[src/core/hccd_defs.vh]
// constants for the hdlc channel configuration descriptor bank
`ifndef HCCD_DEFS_VH
`define HCCD_DEFS_VH

// ----------------------------------------------------------------
// register map (byte addresses)
// ----------------------------------------------------------------
`define HCCD_CFG_BASE      12'h000
`define HCCD_CFG_LAST      12'h0FC
`define HCCD_IRQ_STATUS    12'h100
`define HCCD_IRQ_CLEAR     12'h104
`define HCCD_IRQ_ENABLE    12'h108
`define HCCD_ADDR_W        12

// ----------------------------------------------------------------
// descriptor fields
// ----------------------------------------------------------------
`define HCCD_PAD_ADJ_BIT   31
`define HCCD_RSVD_HI_BIT   30
`define HCCD_LOC_MSB       29
`define HCCD_LOC_LSB       24
`define HCCD_INVERT_BIT    23
`define HCCD_RSVD_LO_BIT   22
`define HCCD_LEN_MSB       21
`define HCCD_LEN_LSB       16
`define HCCD_EOP_IRQ_BIT   15
`define HCCD_PROTO_MSB     14
`define HCCD_PROTO_LSB     12
`define HCCD_LSEL_MSB      11
`define HCCD_LSEL_LSB      10
`define HCCD_FCS_BIT       9
`define HCCD_SUMSK_BIT     8
`define HCCD_CFG_RESET     32'h0000_0000

// ----------------------------------------------------------------
// encodings
// ----------------------------------------------------------------
`define HCCD_PROTO_TRANSP  3'h0
`define HCCD_PROTO_SS7     3'h1
`define HCCD_PROTO_FCS16   3'h2
`define HCCD_PROTO_FCS32   3'h3
`define HCCD_LSEL_NONE     2'h0
`define HCCD_LSEL_ONE      2'h1
`define HCCD_LSEL_TWO      2'h2
`define HCCD_DIR_RX        1'b0
`define HCCD_DIR_TX        1'b1

// ----------------------------------------------------------------
// sizes, interrupt bits and bus transfer types
// ----------------------------------------------------------------
`define HCCD_CHAN_W        5
`define HCCD_IDX_W         6
`define HCCD_NUM_WORDS     64
`define HCCD_LIMIT_W       12
`define HCCD_IRQ_W         2
`define HCCD_IRQ_EOP       0
`define HCCD_IRQ_SU_ERR    1
`define HCCD_HTRANS_NONSEQ 2'h2
`define HCCD_HTRANS_SEQ    2'h3

`endif

[src/core/hccd_top.v]
// hdlc channel configuration descriptor bank with ahb-lite access and engine lookup
// Overview of operation
// - one word per channel and direction
// - pad adjust set reduces count on insertions
// - bits 29:24 give fifo start location
// - bits 21:16 allocate 2 x (len+1) words
// - bit 23 clear passes data uninverted
// - transmit bit 15 enables end-of-padfill interrupt
// - bits 14:12 select protocol, 4-7 reserved
// - length select zero disables length check
// - receive select 1/2 picks limit one/two
// - fcs bit clear: no store, append fcs
// - fcs bit set: store fcs, no append
// - no-fcs mode disables short-message detection
// - ss7 receive, mask clear: error-count interrupt
`timescale 1ns/100ps
`include "hccd_defs.vh"
module hccd_top (
  // clock and reset
  input  wire                     hclk,
  input  wire                     hresetn,
  // ahb-lite slave
  input  wire                     hsel,
  input  wire [31:0]              haddr,
  input  wire [1:0]               htrans,
  input  wire                     hwrite,
  input  wire [2:0]               hsize,
  input  wire [31:0]              hwdata,
  input  wire                     hready,
  output reg  [31:0]              hrdata,
  output reg                      hreadyout,
  output reg                      hresp,
  // engine lookup request
  input  wire                     eng_req,
  input  wire                     eng_dir,
  input  wire [`HCCD_CHAN_W-1:0]  eng_chan,
  input  wire [`HCCD_LIMIT_W-1:0] length_limit_one,
  input  wire [`HCCD_LIMIT_W-1:0] length_limit_two,
  input  wire [7:0]               pad_fill_count,
  input  wire [7:0]               zero_insert_count,
  input  wire [7:0]               eng_data,
  // engine lookup answer
  output reg                      cfg_valid,
  output reg  [5:0]               cfg_fifo_start,
  output reg  [7:0]               cfg_fifo_words,
  output reg  [7:0]               cfg_data,
  output reg  [2:0]               cfg_protocol,
  output reg                      cfg_proto_reserved,
  output reg                      cfg_fcs_append,
  output reg                      cfg_fcs_store,
  output reg                      cfg_short_check,
  output reg                      cfg_len_check,
  output reg  [`HCCD_LIMIT_W-1:0] cfg_len_limit,
  output reg  [7:0]               cfg_pad_fill_count,
  // channel events
  input  wire                     padfill_done,
  input  wire [`HCCD_CHAN_W-1:0]  padfill_chan,
  input  wire                     signal_unit_error_event,
  input  wire [`HCCD_CHAN_W-1:0]  signal_unit_error_chan,
  // interrupt
  output reg                      irq
);

  // ----------------------------------------------------------------
  // helpers
  // ----------------------------------------------------------------
  // direction is the top index bit: one array half each
  function [`HCCD_IDX_W-1:0] cfg_index;
    input                    dir;
    input [`HCCD_CHAN_W-1:0] chan;
    begin
      cfg_index = {dir, chan};
    end
  endfunction

  // true inside the descriptor window only
  function is_cfg_addr;
    input [`HCCD_ADDR_W-1:0] a;
    begin
      is_cfg_addr = (a >= `HCCD_CFG_BASE) && (a <= `HCCD_CFG_LAST);
    end
  endfunction

  // ----------------------------------------------------------------
  // storage
  // ----------------------------------------------------------------
  // receive words at indices 0-31, transmit at 32-63
  reg [31:0]              cfg_mem [0:`HCCD_NUM_WORDS-1];
  reg [`HCCD_IRQ_W-1:0]   irq_status;
  reg [`HCCD_IRQ_W-1:0]   irq_enable;

  // ----------------------------------------------------------------
  // ahb-lite address and data phase
  // ----------------------------------------------------------------
  reg                     dp_write;
  reg [`HCCD_ADDR_W-1:0]  dp_addr;
  reg                     dp_in_range;
  wire                    ap_valid;
  wire                    ap_in_range;
  wire [`HCCD_ADDR_W-1:0] ap_addr;
  wire [`HCCD_IDX_W-1:0]  ap_index;
  wire [`HCCD_IDX_W-1:0]  dp_index;
  wire                    dp_cfg_wr;
  wire                    clr_wr;
  wire                    en_wr;
  reg  [31:0]             next_hrdata;

  // idle and busy transfers are ignored
  assign ap_valid  = hsel && hready &&
                     ((htrans == `HCCD_HTRANS_NONSEQ) || (htrans == `HCCD_HTRANS_SEQ));
  assign ap_addr   = {haddr[`HCCD_ADDR_W-1:2], 2'b00};
  assign ap_index  = ap_addr[`HCCD_IDX_W+1:2];
  assign dp_index  = dp_addr[`HCCD_IDX_W+1:2];

  // haddr already belongs to the next transfer in the data phase,
  // so the upper bits are judged in the address phase
  assign ap_in_range = (haddr[31:`HCCD_ADDR_W] == 20'h00000);
  assign dp_cfg_wr = dp_write && dp_in_range && is_cfg_addr(dp_addr);
  assign clr_wr    = dp_write && dp_in_range && (dp_addr == `HCCD_IRQ_CLEAR);
  assign en_wr     = dp_write && dp_in_range && (dp_addr == `HCCD_IRQ_ENABLE);

  // a read right behind a write to the same word sees the new data
  // clear and unmapped words read as zero
  always @* begin
    next_hrdata = 32'h0000_0000;
    if (is_cfg_addr(ap_addr)) begin
      if (dp_cfg_wr && (dp_index == ap_index)) begin
        next_hrdata = hwdata;
      end else begin
        next_hrdata = cfg_mem[ap_index];
      end
    end else if (ap_addr == `HCCD_IRQ_STATUS) begin
      next_hrdata = {{(32-`HCCD_IRQ_W){1'b0}}, irq_status};
    end else if (ap_addr == `HCCD_IRQ_ENABLE) begin
      // an enable word still in its data phase is forwarded too
      if (en_wr) begin
        next_hrdata = {{(32-`HCCD_IRQ_W){1'b0}}, hwdata[`HCCD_IRQ_W-1:0]};
      end else begin
        next_hrdata = {{(32-`HCCD_IRQ_W){1'b0}}, irq_enable};
      end
    end
  end

  // upper address bits are caught with the word so aliases are not written
  always @(posedge hclk or negedge hresetn) begin
    if (!hresetn) begin
      dp_write    <= 1'b0;
      dp_addr     <= {`HCCD_ADDR_W{1'b0}};
      dp_in_range <= 1'b0;
      hrdata      <= 32'h0000_0000;
      hreadyout   <= 1'b1;
      hresp       <= 1'b0;
    end else begin
      // zero wait states and an okay answer for every access
      hreadyout <= 1'b1;
      hresp     <= 1'b0;
      dp_write  <= ap_valid && hwrite;
      if (ap_valid) begin
        dp_addr     <= ap_addr;
        dp_in_range <= ap_in_range;
      end
      // hrdata stands until the next accepted read
      if (ap_valid && !hwrite) begin
        if (ap_in_range) begin
          hrdata <= next_hrdata;
        end else begin
          hrdata <= 32'h0000_0000;
        end
      end
    end
  end

  // ----------------------------------------------------------------
  // descriptor writes
  // ----------------------------------------------------------------
  // reserved bits are stored as written; keeping them zero is software's job
  // hsize is not decoded: every write stores the full word
  integer i;
  always @(posedge hclk or negedge hresetn) begin
    if (!hresetn) begin
      // every channel starts transparent with all options off
      for (i = 0; i < `HCCD_NUM_WORDS; i = i + 1)
        cfg_mem[i] <= `HCCD_CFG_RESET;
    end else if (dp_cfg_wr) begin
      cfg_mem[dp_index] <= hwdata;
    end
  end

  // ----------------------------------------------------------------
  // channel events and interrupt
  // ----------------------------------------------------------------
  wire [31:0]            eop_word;
  wire [31:0]            su_word;
  wire [`HCCD_IRQ_W-1:0] evt_set;
  wire [`HCCD_IRQ_W-1:0] evt_clr;
  wire [`HCCD_IRQ_W-1:0] next_status;
  wire [`HCCD_IRQ_W-1:0] next_enable;

  // events read their own channel's word, apart from the engine port
  assign eop_word = cfg_mem[cfg_index(`HCCD_DIR_TX, padfill_chan)];
  assign su_word  = cfg_mem[cfg_index(`HCCD_DIR_RX, signal_unit_error_chan)];

  assign evt_set[`HCCD_IRQ_EOP]    = padfill_done && eop_word[`HCCD_EOP_IRQ_BIT];
  assign evt_set[`HCCD_IRQ_SU_ERR] = signal_unit_error_event && ~su_word[`HCCD_SUMSK_BIT] &&
                                     (su_word[`HCCD_PROTO_MSB:`HCCD_PROTO_LSB] == `HCCD_PROTO_SS7);
  assign evt_clr = clr_wr ? hwdata[`HCCD_IRQ_W-1:0] : {`HCCD_IRQ_W{1'b0}};

  // a new event in the clearing cycle keeps its bit set
  assign next_status = (irq_status & ~evt_clr) | evt_set;
  assign next_enable = en_wr ? hwdata[`HCCD_IRQ_W-1:0] : irq_enable;

  // irq uses the values being loaded, so it moves on the same edge
  always @(posedge hclk or negedge hresetn) begin
    if (!hresetn) begin
      irq_status <= {`HCCD_IRQ_W{1'b0}};
      irq_enable <= {`HCCD_IRQ_W{1'b0}};
      irq        <= 1'b0;
    end else begin
      irq_status <= next_status;
      irq_enable <= next_enable;
      irq        <= |(next_status & next_enable);
    end
  end

  // ----------------------------------------------------------------
  // engine lookup
  // ----------------------------------------------------------------
  wire [31:0]              lk_word;
  wire [5:0]               d_fifo_start;
  wire [7:0]               d_fifo_words;
  wire [7:0]               d_data;
  wire [2:0]               d_protocol;
  wire                     d_proto_reserved;
  wire                     d_fcs_append;
  wire                     d_fcs_store;
  wire                     d_short_check;
  wire                     d_len_check;
  wire [`HCCD_LIMIT_W-1:0] d_len_limit;
  wire [7:0]               d_pad_fill;

  // rx and tx words of one channel are separate entries
  assign lk_word = cfg_mem[cfg_index(eng_dir, eng_chan)];

  // one decoder serves the engine port; events read raw bits
  hccd_cfg_decode u_decode (
    .cfg_word          (lk_word),
    .dir               (eng_dir),
    .length_limit_one  (length_limit_one),
    .length_limit_two  (length_limit_two),
    .pad_fill_count    (pad_fill_count),
    .zero_insert_count (zero_insert_count),
    .data_in           (eng_data),
    .fifo_start_index  (d_fifo_start),
    .fifo_words        (d_fifo_words),
    .data_out          (d_data),
    .protocol          (d_protocol),
    .proto_reserved    (d_proto_reserved),
    .fcs_append        (d_fcs_append),
    .fcs_store         (d_fcs_store),
    .short_check       (d_short_check),
    .len_check         (d_len_check),
    .len_limit         (d_len_limit),
    .pad_fill_next     (d_pad_fill)
  );

  // answers hold until the next request so engines may sample late
  always @(posedge hclk or negedge hresetn) begin
    if (!hresetn) begin
      cfg_valid          <= 1'b0;
      cfg_fifo_start     <= 6'h00;
      cfg_fifo_words     <= 8'h00;
      cfg_data           <= 8'h00;
      cfg_protocol       <= 3'h0;
      cfg_proto_reserved <= 1'b0;
      cfg_fcs_append     <= 1'b0;
      cfg_fcs_store      <= 1'b0;
      cfg_short_check    <= 1'b0;
      cfg_len_check      <= 1'b0;
      cfg_len_limit      <= {`HCCD_LIMIT_W{1'b0}};
      cfg_pad_fill_count <= 8'h00;
    end else begin
      // one valid pulse for each request cycle
      cfg_valid <= eng_req;
      if (eng_req) begin
        cfg_fifo_start     <= d_fifo_start;
        cfg_fifo_words     <= d_fifo_words;
        cfg_data           <= d_data;
        cfg_protocol       <= d_protocol;
        cfg_proto_reserved <= d_proto_reserved;
        cfg_fcs_append     <= d_fcs_append;
        cfg_fcs_store      <= d_fcs_store;
        cfg_short_check    <= d_short_check;
        cfg_len_check      <= d_len_check;
        cfg_len_limit      <= d_len_limit;
        cfg_pad_fill_count <= d_pad_fill;
      end
    end
  end

endmodule

[src/core/hccd_cfg_decode.v]
// decodes one channel configuration word into the settings the engines use
`timescale 1ns/100ps
`include "hccd_defs.vh"
module hccd_cfg_decode (
  // descriptor and direction
  input  wire [31:0]              cfg_word,
  input  wire                     dir,
  // per-message inputs from the channel engine
  input  wire [`HCCD_LIMIT_W-1:0] length_limit_one,
  input  wire [`HCCD_LIMIT_W-1:0] length_limit_two,
  input  wire [7:0]               pad_fill_count,
  input  wire [7:0]               zero_insert_count,
  input  wire [7:0]               data_in,
  // decoded settings
  output wire [5:0]               fifo_start_index,
  output wire [7:0]               fifo_words,
  output wire [7:0]               data_out,
  output wire [2:0]               protocol,
  output wire                     proto_reserved,
  output wire                     fcs_append,
  output wire                     fcs_store,
  output wire                     short_check,
  output wire                     len_check,
  output wire [`HCCD_LIMIT_W-1:0] len_limit,
  output wire [7:0]               pad_fill_next
);

  wire [5:0] fifo_length_field;
  wire [1:0] length_limit_select;
  wire       no_fcs;
  wire       data_invert;
  wire       pad_count_adjust_enable;
  wire       hdlc_mode;

  assign fifo_start_index        = cfg_word[`HCCD_LOC_MSB:`HCCD_LOC_LSB];
  assign fifo_length_field       = cfg_word[`HCCD_LEN_MSB:`HCCD_LEN_LSB];
  assign data_invert             = cfg_word[`HCCD_INVERT_BIT];
  assign pad_count_adjust_enable = cfg_word[`HCCD_PAD_ADJ_BIT];
  assign protocol                = cfg_word[`HCCD_PROTO_MSB:`HCCD_PROTO_LSB];
  assign length_limit_select     = cfg_word[`HCCD_LSEL_MSB:`HCCD_LSEL_LSB];
  assign no_fcs                  = cfg_word[`HCCD_FCS_BIT];

  // allocation is 2 x (field + 1) words
  assign fifo_words = {1'b0, fifo_length_field, 1'b0} + 8'h02;

  assign data_out = data_invert ? ~data_in : data_in;

  // reserved codes 4-7 are flagged and get no framing
  assign proto_reserved = protocol[2];
  assign hdlc_mode      = ~protocol[2] && (protocol != `HCCD_PROTO_TRANSP);

  assign fcs_append  = (dir == `HCCD_DIR_TX) && hdlc_mode && ~no_fcs;
  assign fcs_store   = (dir == `HCCD_DIR_RX) && hdlc_mode && no_fcs;
  assign short_check = hdlc_mode && ~no_fcs;

  // limit applies to receive only; select 3 behaves as no check
  assign len_check = (dir == `HCCD_DIR_RX) &&
                     ((length_limit_select == `HCCD_LSEL_ONE) ||
                      (length_limit_select == `HCCD_LSEL_TWO));
  assign len_limit = ~len_check ? {`HCCD_LIMIT_W{1'b0}} :
                     (length_limit_select == `HCCD_LSEL_ONE) ? length_limit_one :
                     length_limit_two;

  // saturating reduction by the zero insertions seen
  assign pad_fill_next = ~pad_count_adjust_enable ? pad_fill_count :
                         (pad_fill_count > zero_insert_count) ?
                         (pad_fill_count - zero_insert_count) : 8'h00;

endmodule

[config.mk]
export PLATFORM = sky130hd
export DESIGN_NAME = hccd_top
export DESIGN_NICKNAME = d
export VERILOG_FILES = /design/src/core/hccd_top.v /design/src/core/hccd_cfg_decode.v
export VERILOG_INCLUDE_DIRS = /design/src /design/src/core
export SDC_FILE = /design/constraint.sdc
export NUM_CORES = 2
export LEC_CHECK = 0
export BUFFER_PORTS_ARGS = -buffer_cell sky130_fd_sc_hd__buf_2
export CORE_MARGIN = 4
export CORE_UTILIZATION = 40
export DETAILED_ROUTE_END_ITERATION = 12
export GPL_ROUTABILITY_DRIVEN = 0
export MAX_ROUTING_LAYER = met4
export PLACE_DENSITY = 0.52
export SYNTH_ARGS = -nofsm -noshare
export SYNTH_HDL_FRONTEND = slang
export SYNTH_SLANG_ARGS = --single-unit
[constraint.sdc]
create_clock -name hclk -period 8.42 [get_ports hclk]
set_input_delay 1.684 -clock hclk [delete_from_list [all_inputs] [get_ports hclk]]
set_output_delay 1.684 -clock hclk [all_outputs]
set_load 0.01 [all_outputs]
==> results.json <==
{
  "powerDensity_mw_per_mm2": 206,
  "start_kind": "input pin",
  "switching_share_pct": 24.7,
  "die_h_um": 527,
  "grt_pass1_wl_um": 522000,
  "cts_tree": "yes",
  "cts_max_level": 4,
  "critical_path_peak_fanout": 39,
  "clockBufferDepth": 4,
  "outcome": "complete, no violations",
  "cts_resized": 0,
  "grt_max_degree": 171,
  "antenna_found_initial": 14,
  "cts-buffers-inserted": 248,
  "p_comb_share_pct": 10.8,
  "die_x_um": 527,
  "endpoint_kind": "flip-flop",
  "ys_top_cells_by_area": "dfrtp_1, mux4_2, mux2_2",
  "wl_um": 363000,
  "cts.sinks": 2146,
  "cp_slowest_stage_delay_ps": 660,
  "hold_buffers": 0,
  "wl_per_cell_um": 35.1,
  "p_total_mw": 24.9,
  "overflow": 0,
  "cp.arrival_ps": 5660,
  "ys.flop_type": "dfrtp_1",
  "ys_ff_latch": 2146,
  "rows": 190,
  "ys_warn_count": 0,
  "ys_top_cells_by_count": "dfrtp_1, mux2_2, mux4_2",
  "drt-initial-drc-count": 5191,
  "netlist_instances": 6663,
  "maxCapViolations": 0,
  "synth.largest_area_cell": "dfrtp_1",
  "start_util_pct": 40.2,
  "ant_nets": 0,
  "p_switching_mw": 6.16,
  "die_area_mm2": 0.278,
  "finish.net_count": 6737,
  "required_ps": 9190,
  "grt_usage_pct": 26.9,
  "io-pin-count": 227,
  "syn2layout_area_growth_pct": 12.1,
  "synth.yosys.seq_area_share_pct": 49.7,
  "relSlewSlack_pct": 15.8,
  "fin_area_mm2": 0.121,
  "clock_skew_ps": 59.9,
  "final-max-slew-violation-count": 0,
  "power.internal_mw": 18.7,
  "path_buf_inv": 3,
  "leakagePower_nw": 50.3,
  "vias": 63500,
  "fmax_ghz": 0.204,
  "synth_edf_count": 0,
  "crit_path_top_delay_cell": "or3_1",
  "via_per_inst": 6.14,
  "hold_viol_final": 0,
  "core-area_mm2": 0.268,
  "path_common_cell": "mux4_2",
  "power_frac_clock_pct": 44.6,
  "path_cells": "buf_8 -> buf_4 -> mux4_2 -> mux4_2 -> mux4_2 -> inv_1 -> ha_1 -> or3_1 -> o2bb2ai_1",
  "cts_setup_buffers": 0,
  "finalCritPeriodShare_pct": 58.2,
  "critPathKind": "in2reg",
  "ys_types": 70,
  "finalSetupViolCount": 0,
  "place_hpwl_um": 206000,
  "worst_pin_slew_ps": 1260,
  "root_buffer": "clkbuf_16",
  "yosysTopAreaCellShare_pct": 49.7,
  "fin_crit_ps": 4900,
  "ir_worst_vdd_mv": 0.188,
  "dpl_cell_area_mm2": 0.113,
  "cp_top_family": "multiplexers",
  "rsz0062_at_grt": "false",
  "drc_errors": 0,
  "first_pass_iters": 5,
  "insertion_delay_ps": 900,
  "syn_area_per_cell_um2": 16.2,
  "drive_gt1_share_pct": 58.1,
  "async_reset_ff_share_pct": 100,
  "fin_util_pct": 45.1,
  "p_seq_share_pct": 44.6,
  "fillerInstances": 23400,
  "yosysMostFrequentCell": "dfrtp_1",
  "min_path_type": "reg2reg",
  "portBuffers": 217,
  "syn_area_mm2": 0.108,
  "grt_pass1_vias": 67100,
  "path_clk_slew_ps": 60,
  "setup-tns-final_ps": 0
}
## cell type report
class | count | area (µm²) | area share, %
sequential | 2146 | 53700 | 44.4
multi-input combinational | 3774 | 51600 | 42.6
clock buffer | 363 | 7330 | 6.06
tap | 3552 | 4440 | 3.67
timing repair buffer | 384 | 2840 | 2.34
clock inverter | 83 | 996 | 0.823
inverter | 31 | 116 | 0.0961
antenna | 8 | 20.0 | 0.0165
## worst min-delay path: cells and delay by family (launching register included)
kind	cells	cell delay [ps]
AO/OA/AOI/OAI	1	60
AND/OR/NAND/NOR	1	40
flip-flops	1	340
## cell usage in the layout (no fill, tap or decap), types with 26 or more instances in the layout
cell type,Yosys,final
mux2_2,2008,2008
nand2_4,8,56
nor4b_1,26,26
clkinv_2,0,48
nand2_1,181,132
mux2i_1,95,95
clkbuf_16,0,249
clkbuf_1,447,47
o21ai_0,102,102
clkbuf_8,0,68
mux4_2,1060,1060
dfrtp_1,2146,2146
buf_12,0,33
inv_1,29,29
buf_4,15,138
buf_2,107,205
## kinds of logic (layout without fill, tap and decap cells)
family	after synthesis	in the layout	synth area share [%]
XOR/XNOR	24	24	0.195
adder cells (fa/ha/maj)	11	11	0.134
AND/OR/NAND/NOR	338	338	1.60
buffers and inverters	744	861	2.91
other	2	11	0.00696
flip-flops	2146	2146	49.7
multiplexers	3181	3181	44.1
AO/OA/AOI/OAI	217	217	1.26
## final timing paths
kind	startpoint	end	slack (ps)	cells past startpoint
worst max-delay path	eng_chan[0]	cfg_len_limit[5]$_DFFE_PN0P_	3520	9
worst min-delay path	cfg_mem[1281]$_DFFE_PN0P_	cfg_mem[1281]$_DFFE_PN0P_	480	2
worst max register to register	dp_addr[9]$_DFFE_PN0P_	cfg_mem[164]$_DFFE_PN0P_	4140	6
worst min register to register	cfg_mem[1281]$_DFFE_PN0P_	cfg_mem[1281]$_DFFE_PN0P_	480	2
max in group asynchronous	hresetn	cfg_mem[303]$_DFFE_PN0P_	5510	3
min in group asynchronous	hresetn	cfg_mem[800]$_DFFE_PN0P_	800	1
## flip-flops by register name, indices dropped and copies added (netlist names), 6 cells and up
| register | flops |
|---|---|
| dp_addr | 10 |
| cfg_mem | 2048 |
| cfg_pad_fill_count | 8 |
| cfg_fifo_words | 7 |
| cfg_data | 8 |
| cfg_fifo_start | 6 |
| hrdata | 32 |
| cfg_len_limit | 12 |
## metal layers
layer  track usage [%]  routed length [µm]  vias up  part of all wire (%)
met4              7.55               11500        0                   3.2
met2              42.3              174000     1610                    48
met1              37.1              162000    35800                    44
met3              3.45               16600      518                   4.6
li1                  -                   -    25600                     -
met5                 -                   0        -                     0
## power groups by stage
stage               sequential (mW)  clock (mW)  combinational (mW)
global route                   11.2        11.8                2.88
global placement               11.3           0                2.68
detailed placement             11.3           0                2.72
finish                         11.1        11.1                2.68
CTS                            11.1        11.4                2.72
floorplan                      11.2           0                1.79
## metrics by stage
| step | std cells | hold WS (ps) | setup slack (ps) |
|---|---|---|---|
| finish | 10300 | 478 | 3520 |
| global route | 10300 | 496 | 3440 |
| CTS | 10300 | 480 | 3570 |
| detailed placement | 9887 | 467 | 2630 |
| global placement | 9887 | 457 | 2670 |
| floorplan | 6664 | 445 | 3230 |
No activity file was read; power rests on OpenSTA's default activity.
